$ cat config.mk
export PLATFORM = sky130hd
export DESIGN_NAME = shift_test_branch_exec
export DESIGN_NICKNAME = d
export VERILOG_FILES = /design/src/shared/shift_test_branch_pkg.sv /design/src/design/shift_test_branch_exec.sv
export VERILOG_INCLUDE_DIRS = /design/src /design/src/shared
export SDC_FILE = /design/constraint.sdc
export NUM_CORES = 1
export LEC_CHECK = 0
export ABC_AREA = 1
export BUFFER_PORTS_ARGS = -buffer_cell sky130_fd_sc_hd__buf_2
export CAP_MARGIN = 20
export CORE_ASPECT_RATIO = 0.9
export CORE_MARGIN = 2
export CORE_UTILIZATION = 35
export DETAILED_ROUTE_END_ITERATION = 6
export GPL_TIMING_DRIVEN = 1
export PLACE_DENSITY = 0.54
export SLEW_MARGIN = 5
export SYNTH_ARGS = -nofsm -noshare
export SYNTH_HDL_FRONTEND = slang
export SYNTH_SLANG_ARGS = --single-unit
$ cat constraint.sdc
create_clock -name i_sys_clk -period 5.2 [get_ports i_sys_clk]
set_clock_uncertainty 0.2 [all_clocks]
set_input_delay 1.04 -clock i_sys_clk [delete_from_list [all_inputs] [get_ports i_sys_clk]]
set_output_delay 1.04 -clock i_sys_clk [all_outputs]
set_load 0.1 [all_outputs]
$ cat src/shared/shift_test_branch_defs.svh
// Opcodes, field positions, reset values and step sizes of the shift/test/branch unit
`ifndef SHIFT_TEST_BRANCH_DEFS_SVH
`define SHIFT_TEST_BRANCH_DEFS_SVH

// Shift group
`define OP_LOGICAL_SHIFT 8'h64
`define OP_ARITH_SHIFT 8'h60
`define OP_ROTATE_SHIFT 8'h6C

// Test-and-modify group: high nibble picks set or clear
`define NIB_MOD_SET 4'hD
`define NIB_MOD_CLEAR 4'h9
`define BIT_MOD_RIGHT 2
`define BIT_MOD_ANY_ONE 3

// Test-and-branch and index group
`define NIB_TB_PROC 4'hB
`define NIB_TB_COMM 4'hA
`define BIT_INCDEC_NONZERO 2
`define BIT_INCDEC_DEC 3
`define LOW_INDEX_FORM 2'h2
`define COND_ZERO 2'h0
`define COND_NONZERO 2'h1
`define COND_NONNEG 2'h2
`define COND_NEGATIVE 2'h3
`define WID_WORD 2'h0
`define WID_HALF 2'h1

// Branch and save
`define OP_RELATIVE_SAVE 8'hAE
`define OP_BASE_SAVE 8'h12
`define SAVE_SRC_BIT 31

// Field positions
`define SHIFT_CNT_MSB 5
`define COMM_ADDR_MSB 5
`define HALF_MSB 15
`define BYTE_MSB 7

// Program counter steps and reset
`define PC_STEP 16'h0001
`define PC_SKIP_STEP 16'h0002
`define HALF_STEP 16'h0001
`define PC_RST 16'h0000

`endif

$ cat src/shared/shift_test_branch_pkg.sv
// Types shared by the shift/test/branch unit and its surroundings
package shift_test_branch_pkg;
   typedef struct packed {
      logic [7:0] opcode;
      logic [3:0] r_field;
      logic [31:0] imm;
      logic [15:0] pc;
      logic [15:0] target;
      logic from_central;
   } instr_t;

   typedef struct packed {
      logic wr_en;
      logic [3:0] addr;
      logic [31:0] data;
   } proc_wr_t;

   typedef struct packed {
      logic wr_en;
      logic [5:0] addr;
      logic [31:0] data;
   } comm_wr_t;

   typedef struct packed {
      logic [15:0] next_pc;
      logic skip;
      logic branch;
   } pc_upd_t;

   typedef enum logic [1:0] {ST_IDLE, ST_READ, ST_RESP} state_t;

   typedef struct packed {
      state_t state;
      instr_t instr;
      logic [31:0] operand;
      proc_wr_t pwr;
      comm_wr_t cwr;
      pc_upd_t pcu;
      logic done;
   } core_t;
endpackage : shift_test_branch_pkg

$ cat src/design/shift_test_branch_exec.sv
// Execution unit for shift, test-and-modify, test-and-branch and save-branch instructions
//
// Summary of operation
// - Shift count: low six immediate bits, signed
// - Arithmetic right shift replicates top bit
// - Cyclic shift rotates bits end to end
// - R field masks left or right half
// - D2/D6: skip on masked zero, set mask
// - DA/DE: skip on masked one, set mask
// - 92/96: skip on masked zero, clear mask
// - 9A/9E: skip on masked one, clear mask
// - Skip advances program counter by two
// - B opcodes read proc, A read comm
// - Branch when selected width equals zero
// - Branch when selected width is nonzero
// - Branch when signed value not negative
// - Branch when signed value is negative
// - B2: increment halfword, branch if zero
// - B6: increment halfword, branch if nonzero
// - BA: decrement halfword, branch if zero
// - BE: decrement halfword, branch if nonzero
// - AE saves PC plus one, source bit
// - Base-relative save stores the same way
// - Logical shift fills vacated bits with zeros
`include "shift_test_branch_defs.svh"

module shift_test_branch_exec (
   input wire logic i_sys_clk,
   input wire logic i_rst,
   input wire logic i_instr_valid,
   input wire shift_test_branch_pkg::instr_t i_instr,
   input wire logic [31:0] i_proc_rd_data,
   input wire logic [31:0] i_comm_rd_data,
   output logic o_ready,
   output logic [3:0] o_proc_rd_addr,
   output logic [5:0] o_comm_rd_addr,
   output shift_test_branch_pkg::proc_wr_t o_proc_wr,
   output shift_test_branch_pkg::comm_wr_t o_comm_wr,
   output shift_test_branch_pkg::pc_upd_t o_pc_upd,
   output logic o_done
);
   shift_test_branch_pkg::core_t c_r;
   shift_test_branch_pkg::core_t c_nxt;

   function automatic logic is_shift(input logic [7:0] op);
      is_shift = (op == `OP_LOGICAL_SHIFT) || (op == `OP_ARITH_SHIFT) ||
         (op == `OP_ROTATE_SHIFT);
   endfunction : is_shift

   function automatic logic is_testmod(input logic [7:0] op);
      is_testmod = (op[1:0] == `LOW_INDEX_FORM) &&
         ((op[7:4] == `NIB_MOD_SET) || (op[7:4] == `NIB_MOD_CLEAR));
   endfunction : is_testmod

   function automatic logic is_incdec(input logic [7:0] op);
      is_incdec = (op[7:4] == `NIB_TB_PROC) && (op[1:0] == `LOW_INDEX_FORM);
   endfunction : is_incdec

   function automatic logic is_save(input logic [7:0] op);
      is_save = (op == `OP_RELATIVE_SAVE) || (op == `OP_BASE_SAVE);
   endfunction : is_save

   function automatic logic is_testbr(input logic [7:0] op);
      is_testbr = ((op[7:4] == `NIB_TB_PROC) || (op[7:4] == `NIB_TB_COMM)) &&
         (op[1:0] != `LOW_INDEX_FORM);
   endfunction : is_testbr

   // Comm register address: operand field for test-and-modify, R field for A forms
   function automatic logic [5:0] comm_addr(input shift_test_branch_pkg::instr_t ins);
      if (is_testmod(ins.opcode)) begin
         comm_addr = ins.imm[`COMM_ADDR_MSB:0];
      end else begin
         comm_addr = {2'h0, ins.r_field};
      end
   endfunction : comm_addr

   function automatic logic [31:0] shift_fn(input logic [31:0] v, input logic [5:0] cnt,
         input logic [7:0] op);
      logic [63:0] ext;
      logic [5:0] mag;
      ext = '0;
      mag = 6'(-cnt);
      if (op == `OP_ROTATE_SHIFT) begin
         // Left rotate by the low five bits covers negative counts too (mod 32)
         ext = {v, v} << cnt[4:0];
         shift_fn = ext[63:32];
      end else if (!cnt[5]) begin
         shift_fn = v << cnt[4:0];
      end else begin
         // 64-bit extension lets a count of -32 clear or fill the whole word
         ext = {{32{v[31] & (op == `OP_ARITH_SHIFT)}}, v} >> mag;
         shift_fn = ext[31:0];
      end
   endfunction : shift_fn

   // Returns {negative, zero} of the word, low halfword or low byte
   function automatic logic [1:0] width_test(input logic [31:0] v, input logic [1:0] wid);
      case (wid)
         `WID_WORD: width_test = {v[31], v == 32'h0000_0000};
         `WID_HALF: width_test = {v[`HALF_MSB], v[`HALF_MSB:0] == 16'h0000};
         default: width_test = {v[`BYTE_MSB], v[`BYTE_MSB:0] == 8'h00};
      endcase
   endfunction : width_test

   logic [7:0] op;
   logic [31:0] opnd;
   logic [3:0] half;
   logic [3:0] new_half;
   logic [15:0] hw;
   logic [1:0] nz;
   logic take;

   always_comb begin
      c_nxt = c_r;
      c_nxt.done = 1'b0;
      c_nxt.pwr.wr_en = 1'b0;
      c_nxt.cwr.wr_en = 1'b0;
      op = c_r.instr.opcode;
      opnd = 32'h0000_0000;
      half = 4'h0;
      new_half = 4'h0;
      hw = 16'h0000;
      nz = 2'h0;
      take = 1'b0;
      case (c_r.state)
         shift_test_branch_pkg::ST_IDLE: begin
            if (i_instr_valid) begin
               c_nxt.instr = i_instr;
               c_nxt.state = shift_test_branch_pkg::ST_READ;
            end
         end
         shift_test_branch_pkg::ST_READ: begin
            if (is_testmod(op) || (op[7:4] == `NIB_TB_COMM && is_testbr(op))) begin
               opnd = i_comm_rd_data;
            end else begin
               opnd = i_proc_rd_data;
            end
            c_nxt.operand = opnd;
            c_nxt.pwr.addr = c_r.instr.r_field;
            c_nxt.pwr.data = opnd;
            c_nxt.cwr.addr = comm_addr(c_r.instr);
            c_nxt.cwr.data = opnd;
            c_nxt.pcu.next_pc = c_r.instr.pc + `PC_STEP;
            c_nxt.pcu.skip = 1'b0;
            c_nxt.pcu.branch = 1'b0;
            if (is_shift(op)) begin
               c_nxt.pwr.wr_en = 1'b1;
               c_nxt.pwr.data = shift_fn(opnd, c_r.instr.imm[`SHIFT_CNT_MSB:0], op);
            end else if (is_testmod(op)) begin
               half = op[`BIT_MOD_RIGHT] ? opnd[3:0] : opnd[7:4];
               // Test is on the old contents; the write-back reaches the register one cycle after the result
               if (op[`BIT_MOD_ANY_ONE]) begin
                  take = |(c_r.instr.r_field & half);
               end else begin
                  take = |(c_r.instr.r_field & ~half);
               end
               if (op[7:4] == `NIB_MOD_SET) begin
                  new_half = half | c_r.instr.r_field;
               end else begin
                  new_half = half & ~c_r.instr.r_field;
               end
               c_nxt.cwr.wr_en = 1'b1;
               if (op[`BIT_MOD_RIGHT]) begin
                  c_nxt.cwr.data = {opnd[31:4], new_half};
               end else begin
                  c_nxt.cwr.data = {opnd[31:8], new_half, opnd[3:0]};
               end
               if (take) begin
                  c_nxt.pcu.skip = 1'b1;
                  c_nxt.pcu.next_pc = c_r.instr.pc + `PC_SKIP_STEP;
               end
            end else if (is_incdec(op)) begin
               if (op[`BIT_INCDEC_DEC]) begin
                  hw = opnd[`HALF_MSB:0] - `HALF_STEP;
               end else begin
                  hw = opnd[`HALF_MSB:0] + `HALF_STEP;
               end
               c_nxt.pwr.wr_en = 1'b1;
               c_nxt.pwr.data = {opnd[31:16], hw};
               take = (hw == 16'h0000) ^ op[`BIT_INCDEC_NONZERO];
               if (take) begin
                  c_nxt.pcu.branch = 1'b1;
                  c_nxt.pcu.next_pc = c_r.instr.target;
               end
            end else if (is_save(op)) begin
               c_nxt.pwr.wr_en = 1'b1;
               c_nxt.pwr.data = 32'h0000_0000;
               c_nxt.pwr.data[15:0] = c_r.instr.pc + `PC_STEP;
               c_nxt.pwr.data[`SAVE_SRC_BIT] = c_r.instr.from_central;
               c_nxt.pcu.branch = 1'b1;
               c_nxt.pcu.next_pc = c_r.instr.target;
            end else if (is_testbr(op)) begin
               nz = width_test(opnd, op[1:0]);
               case (op[3:2])
                  `COND_ZERO: take = nz[0];
                  `COND_NONZERO: take = !nz[0];
                  `COND_NONNEG: take = !nz[1];
                  default: take = nz[1];
               endcase
               if (take) begin
                  c_nxt.pcu.branch = 1'b1;
                  c_nxt.pcu.next_pc = c_r.instr.target;
               end
            end
            c_nxt.done = 1'b1;
            c_nxt.state = shift_test_branch_pkg::ST_RESP;
         end
         shift_test_branch_pkg::ST_RESP: begin
            c_nxt.state = shift_test_branch_pkg::ST_IDLE;
         end
         default: begin
            c_nxt.state = shift_test_branch_pkg::ST_IDLE;
         end
      endcase
   end

   always_ff @(posedge i_sys_clk or posedge i_rst) begin
      if (i_rst) begin
         c_r <= '0;
      end else begin
         c_r <= c_nxt;
      end
   end

   // Ready and the comm read address are decoded from the state flops; everything else comes straight from them
   assign o_ready = (c_r.state == shift_test_branch_pkg::ST_IDLE);
   assign o_proc_rd_addr = c_r.instr.r_field;
   assign o_comm_rd_addr = comm_addr(c_r.instr);
   assign o_proc_wr = c_r.pwr;
   assign o_comm_wr = c_r.cwr;
   assign o_pc_upd = c_r.pcu;
   assign o_done = c_r.done;

   logic [7:0] r_op;
   assign r_op = c_r.instr.opcode;
endmodule : shift_test_branch_exec

==> flow_metrics.tcl, run 1 <==
set metrics [dict create \
    ys_seq_area_frac 0.259 \
    wl_per_cell_um 20.6 \
    final_period_minus_worst_setup_slack_ns 4.59 \
    switchingPower_w 0.00664 \
    portBuffers 223 \
    worst_hold_slack_ns 0.276 \
    grt_pass1_vias 15400 \
    rsz0062_at_grt "no" \
    die_area_um2 42500 \
    synth_compound_gate_area_share 0.195 \
    power.share.switching 0.636 \
    track_usage 0.297 \
    clock_tree.root_cell "sky130_fd_sc_hd__clkbuf_16" \
    worst_slew_margin_rel 0.348 \
    post-cts-setup-buffers 0 \
    async_reset_ff_frac 1.00 \
    synthCells 2415 \
    finalSetupViolations 0 \
    max_cap_viol_count 0 \
    cellLeakagePower_nw 8.26 \
    final_layout_size_suffix_gt1_frac 0.143 \
    core_um2 40500 \
    synth_edf_count 0 \
    clockPowerShare 0.119 \
    finalMaxSlewViolations 0 \
    synth_area_per_cell_um2 5.93 \
    endpoint_type_of_the_worst_setup_path "flip-flop" \
    setup_total_negative_slack_ns 0 \
    gp_congestion 1.03 \
    max_freq_mhz 218 \
    die-width_um 217 \
    cts-hold-fix-buffers 0 \
    ys_ff_latch 148 \
    synthSimpleGateAreaFrac 0.364 \
    detailed_routing_iteration_count_for_the_pre_antenna_repair_pass 5 \
    routed_wl_mm 62.7 \
    design.final.nets 2670 \
    viasPerCell 5.28 \
    cts.htree.levels 4 \
    drc 0 \
    timing.hold.worst.class "reg -> reg" \
    power.internal_w 0.00380 \
    postCtsResizedCells 0 \
    route.vias.total 16100 \
    start_util 0.354 \
    area_delta_synth_final_pct 11.5 \
    synthesis.area_um2 14300 \
    io-pin-count 250 \
    gr-total-overflow 0 \
    grt_max_degree 149 \
    cts_max_path_buffers 2 \
    final.fill_count 4629 \
    critPathRequiredTime_ns 5.34 \
    result_of_the_run "finished, final reports clean" \
    crit_type "reg -> reg" \
    yosys.area_share.adder 0.0224 \
    tritoncts.num_buffers 17 \
    cell_seen_most_often_among_critical_path_stages "sky130_fd_sc_hd__nand2_1" \
    antenna_found_initial 0 \
    clock_sinks 148 \
    core.rowCount 70 \
    irDropWorstVdd_uv 385 \
    wire_length_of_the_first_global_routing_pass_mm 94.9 \
    chipHeight_um 196 \
    comb_power_share 0.702 \
    critical_path_arrival_ns 4.73 \
    clk_pin_slew_worst_paths_ns 0.07 \
    yosys.cell_types.count 55 \
    net_count_synth 2584 \
    cpMaxStageDelayCell "sky130_fd_sc_hd__dfrtp_1" \
    powerDensity_nw_per_um2 654 \
    ant_nets 0 \
    post-dp-hpwl_mm 49.2 \
    insertion_delay_ns 0.47 \
    seq_power_share 0.179 \
    highest_cell_delay_on_the_worst_timing_path_ns 0.40 \
    critical_path.max_fanout 18 \
    critical_path.startpoint_type "flip-flop" \
    timing.final.crit_share 0.882 \
    yosysWarningCount 0 \
    cts_tree "built" \
    max_slew.worst_pin.slew_ns 0.975 \
    finalHoldViolations 0 \
    ys.flop_type "sky130_fd_sc_hd__dfrtp_1" \
    synth_xor_area_frac 0.0147 \
    proportion_of_synthesized_area_in_mux_cells 0.00629 \
    drt_iter0_drc 1672 \
    synth_top_family_by_area "simple AND/OR/NAND/NOR gates" \
]
path summary, 6_finish.rpt:
check / end / from / cells past startpoint / slack, ns
hold / removal: o_comm_wr[26] / o_comm_wr[26] / 2 / 0.28
hold reg to reg: o_comm_wr[26] / o_comm_wr[26] / 2 / 0.28
min in group asynchronous: c_r[129] / i_rst / 3 / 0.62
max in group asynchronous: o_proc_wr[27] / i_rst / 3 / 3.56
setup reg to reg: o_pc_upd[14] / op[0] / 26 / 0.61
setup / recovery: o_pc_upd[14] / op[0] / 26 / 0.61
flip-flops by register name (all words and copies together), names as in the netlist:
signal and flops:
o_proc_wr 37, o_pc_upd 18, o_proc_rd_addr 4, o_comm_wr 39, op 8, c_r 41
o_done 1
layout make-up:
| cell class | count | area, µm² | share of cell area |
|---|---|---|---|
| antenna | 1 | 2.50 | 0.000157 |
| clock buffer | 19 | 443 | 0.0278 |
| clock inverter | 10 | 110 | 0.00690 |
| inverter | 193 | 729 | 0.0457 |
| multi-input combinational | 1853 | 8640 | 0.541 |
| sequential | 148 | 3700 | 0.232 |
| tap | 540 | 676 | 0.0423 |
| timing repair buffer | 288 | 1660 | 0.104 |
Yosys cell counts (16+ instances only):
master | count | area (µm²)
sky130_fd_sc_hd__nor2_1 | 143 | 537
sky130_fd_sc_hd__buf_4 | 99 | 743
sky130_fd_sc_hd__inv_1 | 178 | 668
sky130_fd_sc_hd__a21oi_1 | 74 | 370
sky130_fd_sc_hd__clkbuf_1 | 90 | 338
sky130_fd_sc_hd__buf_1 | 19 | 71.3
sky130_fd_sc_hd__nand4_1 | 16 | 100
sky130_fd_sc_hd__ha_1 | 24 | 300
sky130_fd_sc_hd__o211ai_1 | 33 | 248
sky130_fd_sc_hd__nand2_1 | 961 | 3610
sky130_fd_sc_hd__xor2_1 | 20 | 175
sky130_fd_sc_hd__dfrtp_1 | 148 | 3700
sky130_fd_sc_hd__o21ai_0 | 314 | 1570
sky130_fd_sc_hd__nand3_1 | 123 | 616
logic make-up after synthesis:
logic type | Yosys count
buffers and inverters | 414
adder cells (fa/ha/maj) | 25
XOR/XNOR | 24
AO/OA/AOI/OAI | 504
AND/OR/NAND/NOR | 1291
flip-flops | 148
multiplexers | 9
layout by cell type, fill, tap and decap left out, types with 12 or more instances in the layout:
cell type	netlist	layout
sky130_fd_sc_hd__nand2_1	961	961
sky130_fd_sc_hd__o21ai_0	314	314
sky130_fd_sc_hd__buf_2	7	222
sky130_fd_sc_hd__inv_1	178	177
sky130_fd_sc_hd__dfrtp_1	148	148
sky130_fd_sc_hd__nor2_1	143	142
sky130_fd_sc_hd__nand3_1	123	123
sky130_fd_sc_hd__a21oi_1	74	74
sky130_fd_sc_hd__buf_4	99	62
sky130_fd_sc_hd__o211ai_1	33	33
sky130_fd_sc_hd__ha_1	24	24
sky130_fd_sc_hd__xor2_1	20	20
sky130_fd_sc_hd__clkbuf_16	0	17
sky130_fd_sc_hd__nand4_1	16	16
sky130_fd_sc_hd__a31oi_1	15	15
sky130_fd_sc_hd__o21ai_1	14	14
sky130_fd_sc_hd__nor3_1	14	14
sky130_fd_sc_hd__a211oi_1	12	12
routing by layer:
| layer | vias to the layer above | track usage | part of all wire |
|---|---|---|---|
| met2 | 562 | 0.485 | 0.46 |
| met5 | - | 0 | 0 |
| li1 | 7893 | - | - |
| met4 | 0 | 0.137 | 0.044 |
| met3 | 100 | 0.0315 | 0.054 |
| met1 | 7569 | 0.393 | 0.44 |
stage by stage:
stage | cell area (µm²) | worst slack [ns] | cells | power, W | util
CTS | 16000 | 0.600 | 3051 | 0.0104 | 0.394
floorplan | 14300 | 0.784 | 2415 | 0.00765 | -
detailed placement | 15400 | 0.634 | 3022 | 0.00912 | 0.381
global route | 16000 | 0.222 | 3051 | 0.0111 | 0.394
finish | 16000 | 0.611 | 3052 | 0.0104 | 0.394
global placement | 15400 | 0.687 | 3022 | 0.00913 | 0.381
power by group through the flow:
stage	registers, W	clock network [W]	logic, W
6_report	0.00187	0.00124	0.00732
2_1_floorplan	0.00176	0	0.00588
4_1_cts	0.00187	0.00127	0.00727
3_5_place_dp	0.00189	0	0.00724
5_1_grt	0.00192	0.00131	0.00786
3_3_place_gp	0.00188	0	0.00725
worst max-delay path, delay by kind of cell (launching register included):
family / cells / cell delay [ns]
and+or+nand+nor: 15 / 2.06
buffers and inverters: 6 / 0.70
AOI/OAI and AO/OA: 3 / 0.45
DFF: 1 / 0.40
adders and majority gates: 1 / 0.37
xor gates and xnor gates: 1 / 0.29
No activity file was read; power rests on OpenSTA's default activity.
==> run 2, diff against run 1 <==
--- a/config.mk
+++ b/config.mk
@@ -9,12 +9,14 @@
 export ABC_AREA = 1
 export BUFFER_PORTS_ARGS = -buffer_cell sky130_fd_sc_hd__buf_2
 export CAP_MARGIN = 20
+export CELL_PAD_IN_SITES_DETAIL_PLACEMENT = 1
+export CELL_PAD_IN_SITES_GLOBAL_PLACEMENT = 2
 export CORE_ASPECT_RATIO = 0.9
 export CORE_MARGIN = 2
-export CORE_UTILIZATION = 35
+export CORE_UTILIZATION = 27
 export DETAILED_ROUTE_END_ITERATION = 6
 export GPL_TIMING_DRIVEN = 1
-export PLACE_DENSITY = 0.54
+export PLACE_DENSITY = 0.76
 export SLEW_MARGIN = 5
 export SYNTH_ARGS = -nofsm -noshare
 export SYNTH_HDL_FRONTEND = slang
==> run 2 against run 1 <==
  * Power up 1.3%
  * Count of clock-buffer cells in the layout fell by 2
  * Non-clock buffer count fell by 9
  * Critical path type unchanged
  * Combinational power increased by 2%
  * Cell count is 4.9% higher
  * First-iteration DRC count fell by 19%
==> flow_metrics.tcl, run 2 (synthesized netlist as in run 1, its figures left out) <==
set metrics [dict create \
    result_of_the_run "finished, final reports clean" \
    powerDensity_nw_per_um2 658 \
    drt_iter0_drc 1346 \
    endpoint_type_of_the_worst_setup_path "flip-flop" \
    area_of_the_multi_input_gates_um2 8640 \
    core_um2 52700 \
    max_slew.worst_pin.slew_ns 1.06 \
    most_frequent_cells_in_the_layout "sky130_fd_sc_hd__nand2_1 (961), sky130_fd_sc_hd__o21ai_0 (314), sky130_fd_sc_hd__buf_2 (223)" \
    timing.hold.worst.class "reg -> reg" \
    drc 0 \
    highest_cell_delay_on_the_worst_timing_path_ns 0.42 \
    cts.htree.levels 4 \
    track_usage 0.253 \
    critical_path_arrival_ns 4.87 \
    final.fill_count 6989 \
    cts-hold-fix-buffers 0 \
    wl_per_cell_um 21.7 \
    post-dp-hpwl_mm 55.3 \
    die-width_um 247 \
    ant_nets 0 \
    critical_path.startpoint_type "flip-flop" \
    final_layout_size_suffix_gt1_frac 0.141 \
    cell_seen_most_often_among_critical_path_stages "sky130_fd_sc_hd__nand2_1" \
    antenna_found_initial 2 \
    postCtsResizedCells 0 \
    cts_tree "built" \
    io-pin-count 250 \
    route.vias.total 16500 \
    grt_max_degree 120 \
    total_power_w 0.0106 \
    final_period_minus_worst_setup_slack_ns 4.72 \
    gp_congestion 0.973 \
    clock_tree.root_cell "sky130_fd_sc_hd__clkbuf_16" \
    cts_max_path_buffers 2 \
    finalMaxSlewViolations 0 \
    core.rowCount 80 \
    design.final.nets 2661 \
    setup_total_negative_slack_ns 0 \
    wire_length_of_the_first_global_routing_pass_mm 105 \
    critical_path.max_fanout 22 \
    detailed_routing_iteration_count_for_the_pre_antenna_repair_pass 5 \
    finalHoldViolations 0 \
    cellLeakagePower_nw 8.21 \
    tritoncts.num_buffers 17 \
    flip_flop_count_of_the_largest_register_all_copies_and_words_added 41 \
    chipHeight_um 222 \
    finalSetupViolations 0 \
    viasPerCell 5.14 \
    crit_type "reg -> reg" \
    die_area_um2 54900 \
    max_freq_mhz 212 \
    clk_pin_slew_worst_paths_ns 0.07 \
    layout.cells.most_common "sky130_fd_sc_hd__nand2_1" \
    rsz0062_at_grt "no" \
    clock_sinks 148 \
    grt_pass1_vias 16700 \
    worst_slew_margin_rel 0.290 \
    layout.area.seq_um2 3700 \
    area_delta_synth_final_pct 12.3 \
    max_flop_register "c_r" \
    critPathRequiredTime_ns 5.35 \
    gr-total-overflow 0 \
    max_cap_viol_count 0 \
    cpMaxStageDelayCell "sky130_fd_sc_hd__nand2_1" \
    routed_wl_mm 69.4 \
    portBuffers 223 \
    irDropWorstVdd_uv 455 \
    start_util 0.272 \
    timing.final.crit_share 0.908 \
    post-cts-setup-buffers 0 \
    insertion_delay_ns 0.47 \
]
-- run 2: cell types whose count changed in the layout (fill, tap and decap cells not counted) --
cell / before / now
sky130_fd_sc_hd__clkinv_4: 1 / 3
sky130_fd_sc_hd__clkbuf_1: 1 / 0
sky130_fd_sc_hd__buf_4: 62 / 54
sky130_fd_sc_hd__bufinv_16: 2 / 1
sky130_fd_sc_hd__buf_12: 4 / 2
sky130_fd_sc_hd__inv_6: 1 / 5
sky130_fd_sc_hd__clkbuf_8: 1 / 0
sky130_fd_sc_hd__buf_2: 222 / 223
sky130_fd_sc_hd__inv_8: 0 / 2
sky130_fd_sc_hd__clkinv_2: 6 / 4
-- run 2: layout make-up --
| type | instances | share of cell area |
|---|---|---|
| Multi-Input combinational cell | 1853 | 0.537 |
| Clock inverter | 15 | 0.00903 |
| Clock buffer | 17 | 0.0265 |
| Antenna cell | 1 | 0.000156 |
| Timing Repair Buffer | 279 | 0.0971 |
| Tap cell | 697 | 0.0542 |
| Inverter | 193 | 0.0454 |
| Sequential cell | 148 | 0.230 |
-- run 2: metrics by stage --
stage | area [µm²] | setup slack [ns] | std cells | hold slack [ns] | utilization
after CTS | 16100 | 0.422 | 3201 | 0.278 | 0.305
final | 16100 | 0.479 | 3203 | 0.275 | 0.305
after detailed placement | 15500 | 0.454 | 3169 | 0.260 | 0.294
after global placement | 15500 | 0.569 | 3169 | 0.257 | 0.294
after global routing | 16100 | 0.00760 | 3202 | 0.297 | 0.305
after floorplan | 14300 | 0.784 | 2415 | 0.223 | -
-- run 2: worst paths after layout --
check | startpoint | to | slack [ns] | cells after the start
worst min register to register | o_proc_wr[18] | o_proc_wr[18] | 0.27 | 2
worst max register to register | op[0] | o_pc_upd[15] | 0.48 | 28
worst max-delay path | op[0] | o_pc_upd[15] | 0.48 | 28
max in group asynchronous | i_rst | o_comm_wr[20] | 3.16 | 3
worst min-delay path | o_proc_wr[18] | o_proc_wr[18] | 0.27 | 2
min in group asynchronous | i_rst | o_proc_wr[33] | 0.50 | 2
-- run 2: worst max-delay path, delay by kind of cell (launching register included) --
| kind | cells | cell delay (ns) |
|---|---|---|
| buffers and inverters | 6 | 0.87 |
| AO/OA/AOI/OAI | 4 | 0.65 |
| adder cells (fa/ha/maj) | 1 | 0.33 |
| AND/OR/NAND/NOR | 17 | 2.10 |
| flip-flops | 1 | 0.40 |
-- run 2: power breakdown --
group | switching (W) | leakage (nW) | internal (W)
Combinational | 0.00593 | 6.09 | 0.00151
Sequential | 0.000328 | 1.84 | 0.00154
Clock | 0.000590 | 0.283 | 0.000671
Total | 0.00684 | 8.21 | 0.00373
-- run 2: metal layers --
layer | wire length, µm | track usage | up-vias
met3 | 4550 | 0.0464 | 68
met4 | 1400 | 0.0616 | 0
met2 | 31600 | 0.405 | 516
li1 | - | - | 7862
met5 | 0 | 0 | -
met1 | 31800 | 0.351 | 8032
==> run 3, diff against run 2 <==
--- a/config.mk
+++ b/config.mk
@@ -6,14 +6,13 @@
 export SDC_FILE = /design/constraint.sdc
 export NUM_CORES = 1
 export LEC_CHECK = 0
-export ABC_AREA = 1
 export BUFFER_PORTS_ARGS = -buffer_cell sky130_fd_sc_hd__buf_2
-export CAP_MARGIN = 20
+export CAP_MARGIN = 40
 export CELL_PAD_IN_SITES_DETAIL_PLACEMENT = 1
 export CELL_PAD_IN_SITES_GLOBAL_PLACEMENT = 2
 export CORE_ASPECT_RATIO = 0.9
 export CORE_MARGIN = 2
-export CORE_UTILIZATION = 27
+export CORE_UTILIZATION = 31
 export DETAILED_ROUTE_END_ITERATION = 6
 export GPL_TIMING_DRIVEN = 1
 export PLACE_DENSITY = 0.76
==> run 3 against run 2 <==
  * Cell count shrank 23%
  * Non-clock buffer count grew 76
  * Register-to-register slack lost 0.35 ns
==> flow_metrics.tcl, run 3 <==
set metrics [dict create \
    result_of_the_run "finished, final reports clean" \
    ys_top_cells_by_area "sky130_fd_sc_hd__dfrtp_1 (26%), sky130_fd_sc_hd__mux2i_1 (13%), sky130_fd_sc_hd__mux4_2 (6.5%), sky130_fd_sc_hd__nand2_1 (5.6%), sky130_fd_sc_hd__buf_4 (5.2%)" \
    gp_congestion 0.979 \
    max_freq_mhz 197 \
    setup_total_negative_slack_ns 0 \
    detailed_routing_iteration_count_for_the_pre_antenna_repair_pass 5 \
    layout_setup_ws_ns 0.124 \
    layout.cells.most_common "sky130_fd_sc_hd__buf_2" \
    area_delta_synth_final_pct 18.2 \
    final_layout_size_suffix_gt1_frac 0.297 \
    synthTopCellsByCount "sky130_fd_sc_hd__nand2_1 (214), sky130_fd_sc_hd__mux2i_1 (190), sky130_fd_sc_hd__dfrtp_1 (148)" \
    post-dp-hpwl_mm 50.1 \
    cellLeakagePower_nw 7.55 \
    wl_per_cell_um 26.7 \
    synth_edf_count 0 \
    worst-r2r-cell-count 19 \
    viasPerCell 5.84 \
    synth_area_per_cell_um2 8.39 \
    detailed_place.area_um2 16000 \
    max_cap_viol_count 0 \
    fin_util 0.372 \
    yosysWarningCount 0 \
    async_reset_ff_frac 1.00 \
    insertion_delay_ns 0.47 \
    synthCells 1701 \
    clock_sinks 148 \
    n_antenna_cell 0 \
    portBuffers 223 \
    critical_path_arrival_ns 5.26 \
    r2r_end "o_pc_upd[14]" \
    synth_largest_area_cell "sky130_fd_sc_hd__dfrtp_1" \
    timing.hold.worst_path_depth 2 \
    finalSetupViolations 0 \
    synthesis.area_um2 14300 \
    timing.hold.worst.class "reg -> reg" \
    worst-path-stages 19 \
    finalMaxSlewViolations 0 \
    cts_tree "built" \
    wire_length_of_the_first_global_routing_pass_mm 98.1 \
    min_to "o_comm_wr[31]" \
    path_cells "and4bb_4 -> a32oi_4 -> clkbuf_16 -> mux2i_2 -> inv_1 -> ha_1 -> a21oi_4 -> nand3_2 -> mux2i_4 -> o31ai_2 -> buf_4 -> o211a_1 -> or4_4 -> and4bb_2 -> mux2i_4 -> nand2_4 -> buf_12 -> mux2_2 -> a31oi_1" \
    track_usage 0.272 \
    drt_iter0_drc 1090 \
    chipHeight_um 208 \
    core_um2 45400 \
    core.rowCount 74 \
    post_place_setup_slack_ns -0.0137 \
    powerDensity_nw_per_um2 649 \
    irDropWorstVdd_uv 585 \
    most_frequent_cells_in_the_layout "sky130_fd_sc_hd__buf_2 (223), sky130_fd_sc_hd__nand2_1 (213), sky130_fd_sc_hd__mux2i_1 (181)" \
    flip_flop_count_of_the_largest_register_all_copies_and_words_added 41 \
    critPathRequiredTime_ns 5.38 \
    ys.flop_type "sky130_fd_sc_hd__dfrtp_1" \
    final_period_minus_worst_setup_slack_ns 5.08 \
    critical-path-top-delay-family "simple AND/OR/NAND/NOR gates" \
    final.fill_count 5470 \
    worst_slew_margin_rel 0.352 \
    grt_pass1_vias 15000 \
    tritoncts.num_buffers 17 \
    ff2ff_setup_slack_ns 0.12 \
    gr-total-overflow 0 \
    final_area_um2 16900 \
    max_slew.worst_pin.slew_ns 0.972 \
    finalHoldViolations 0 \
    routed_wl_mm 66.1 \
    antenna_found_initial 0 \
    die-width_um 230 \
    drc 0 \
    crit_type "reg -> reg" \
    yosys.cell_types.count 76 \
    clk_pin_slew_worst_paths_ns 0.07 \
    cts.htree.levels 4 \
    cell_seen_most_often_among_critical_path_stages "sky130_fd_sc_hd__mux2i_4" \
    critical_path.max_fanout 8 \
    net_count_synth 1870 \
    endpoint_type_of_the_worst_setup_path "flip-flop" \
    r2r_start "op[1]" \
    route.vias.total 14500 \
    die_area_um2 47800 \
    place.detailed.instances 2438 \
    highest_cell_delay_on_the_worst_timing_path_ns 0.55 \
    holdCritStartpoint "o_comm_wr[31]" \
    cpMaxStageDelayCell "sky130_fd_sc_hd__or4_4" \
    design.final.nets 2024 \
    clock_tree.root_cell "sky130_fd_sc_hd__clkbuf_16" \
    ant_nets 0 \
    ys_seq_area_frac 0.260 \
    io-pin-count 250 \
    timing.final.crit_share 0.976 \
    start_util 0.315 \
    total_buffers_and_inverters_traversed_by_the_critical_path 4 \
    yosysTopAreaCellShare 0.260 \
    grt_max_degree 149 \
    ys_ff_latch 148 \
    finalNonFillerCells 2476 \
    yosysMostFrequentCell "sky130_fd_sc_hd__nand2_1" \
    cts_max_path_buffers 2 \
    critical_path.startpoint_type "flip-flop" \
    max_flop_register "c_r" \
]
## run 3: changes by cell type after synthesis, sizes merged, moves of 22 or more
| cell | previous run | this run |
|---|---|---|
| a21oi | 76 | 110 |
| inv | 186 | 29 |
| mux2 | 0 | 52 |
| mux2i | 9 | 192 |
| mux4 | 0 | 41 |
| nand2 | 972 | 215 |
| nand3 | 126 | 38 |
| nor2 | 146 | 118 |
| nor3 | 14 | 37 |
| nor4 | 2 | 24 |
| o21ai | 333 | 147 |
## run 3: worst max-delay path by stage
stage | startpoint | to | slack, ns
4_1_cts | op[1] | o_pc_upd[12] | 0.02
5_1_grt | op[1] | o_pc_upd[7] | -0.007
6_report | op[1] | o_pc_upd[14] | 0.12
3_5_place_dp | op[0] | o_pc_upd[12] | -0.01
3_3_place_gp | op[0] | o_pc_upd[4] | 0.05
2_1_floorplan | op[4] | o_pc_upd[4] | 0.04
## run 3: logic make-up after synthesis
group,synth area share
AO/OA/AOI/OAI,0.197
XOR/XNOR,0.0281
adder cells (fa/ha/maj),0.0224
buffers and inverters,0.0939
flip-flops,0.260
multiplexers,0.242
AND/OR/NAND/NOR,0.158
## run 3: per-layer routing
metal  track usage  vias to the layer above  wire length (µm)  part of all wire
li1              -                     6493                 -                 -
met5             0                        -                 0                 0
met1         0.364                     7342             29000              0.44
met3        0.0426                      118              3590             0.054
met4         0.111                        0              2500             0.038
met2         0.437                      507             31000              0.47
## run 3: timing repair
item / in CTS / in global routing
gates cloned: 0 / 2
hold buffers: 0 / 0
endpoints found under the setup margin: 6 / 16
gates resized for setup: 2 / 56
setup buffers: 0 / 4
pin swaps: 0 / 6
## run 3: power by group
part,switching [W],total [W],internal [W],leakage (nW)
clock network,0.000609,0.00129,0.000679,0.284
logic,0.00556,0.00774,0.00217,5.50
registers,0.000373,0.00191,0.00154,1.76
total,0.00655,0.0109,0.00439,7.55
## run 3: worst register-to-register path, delay by kind of cell, from the launching register on
| kind | cells | cell delay [ns] |
|---|---|---|
| compound gates | 5 | 1.01 |
| fa+ha+maj | 1 | 0.33 |
| buf+inv | 4 | 0.66 |
| flops | 1 | 0.46 |
| mux | 4 | 1.01 |
| simple gates | 5 | 1.34 |
## run 3: final cells by class
cell class / count / area, µm² / area share
clock buffers: 17 / 425 / 0.0252
clock inverters: 15 / 164 / 0.00972
inverters: 31 / 120 / 0.00712
multi-input cells: 1302 / 9500 / 0.563
flip-flops and latches: 148 / 3710 / 0.220
well taps: 608 / 761 / 0.0451
repair buffers: 355 / 2200 / 0.130
## run 3: through the flow
stage | total power [W] | hold slack [ns]
after floorplan | 0.00774 | 0.247
after detailed placement | 0.00942 | 0.267
after global routing | 0.0115 | 0.294
final | 0.0109 | 0.276
after CTS | 0.0108 | 0.283
after global placement | 0.00934 | 0.257
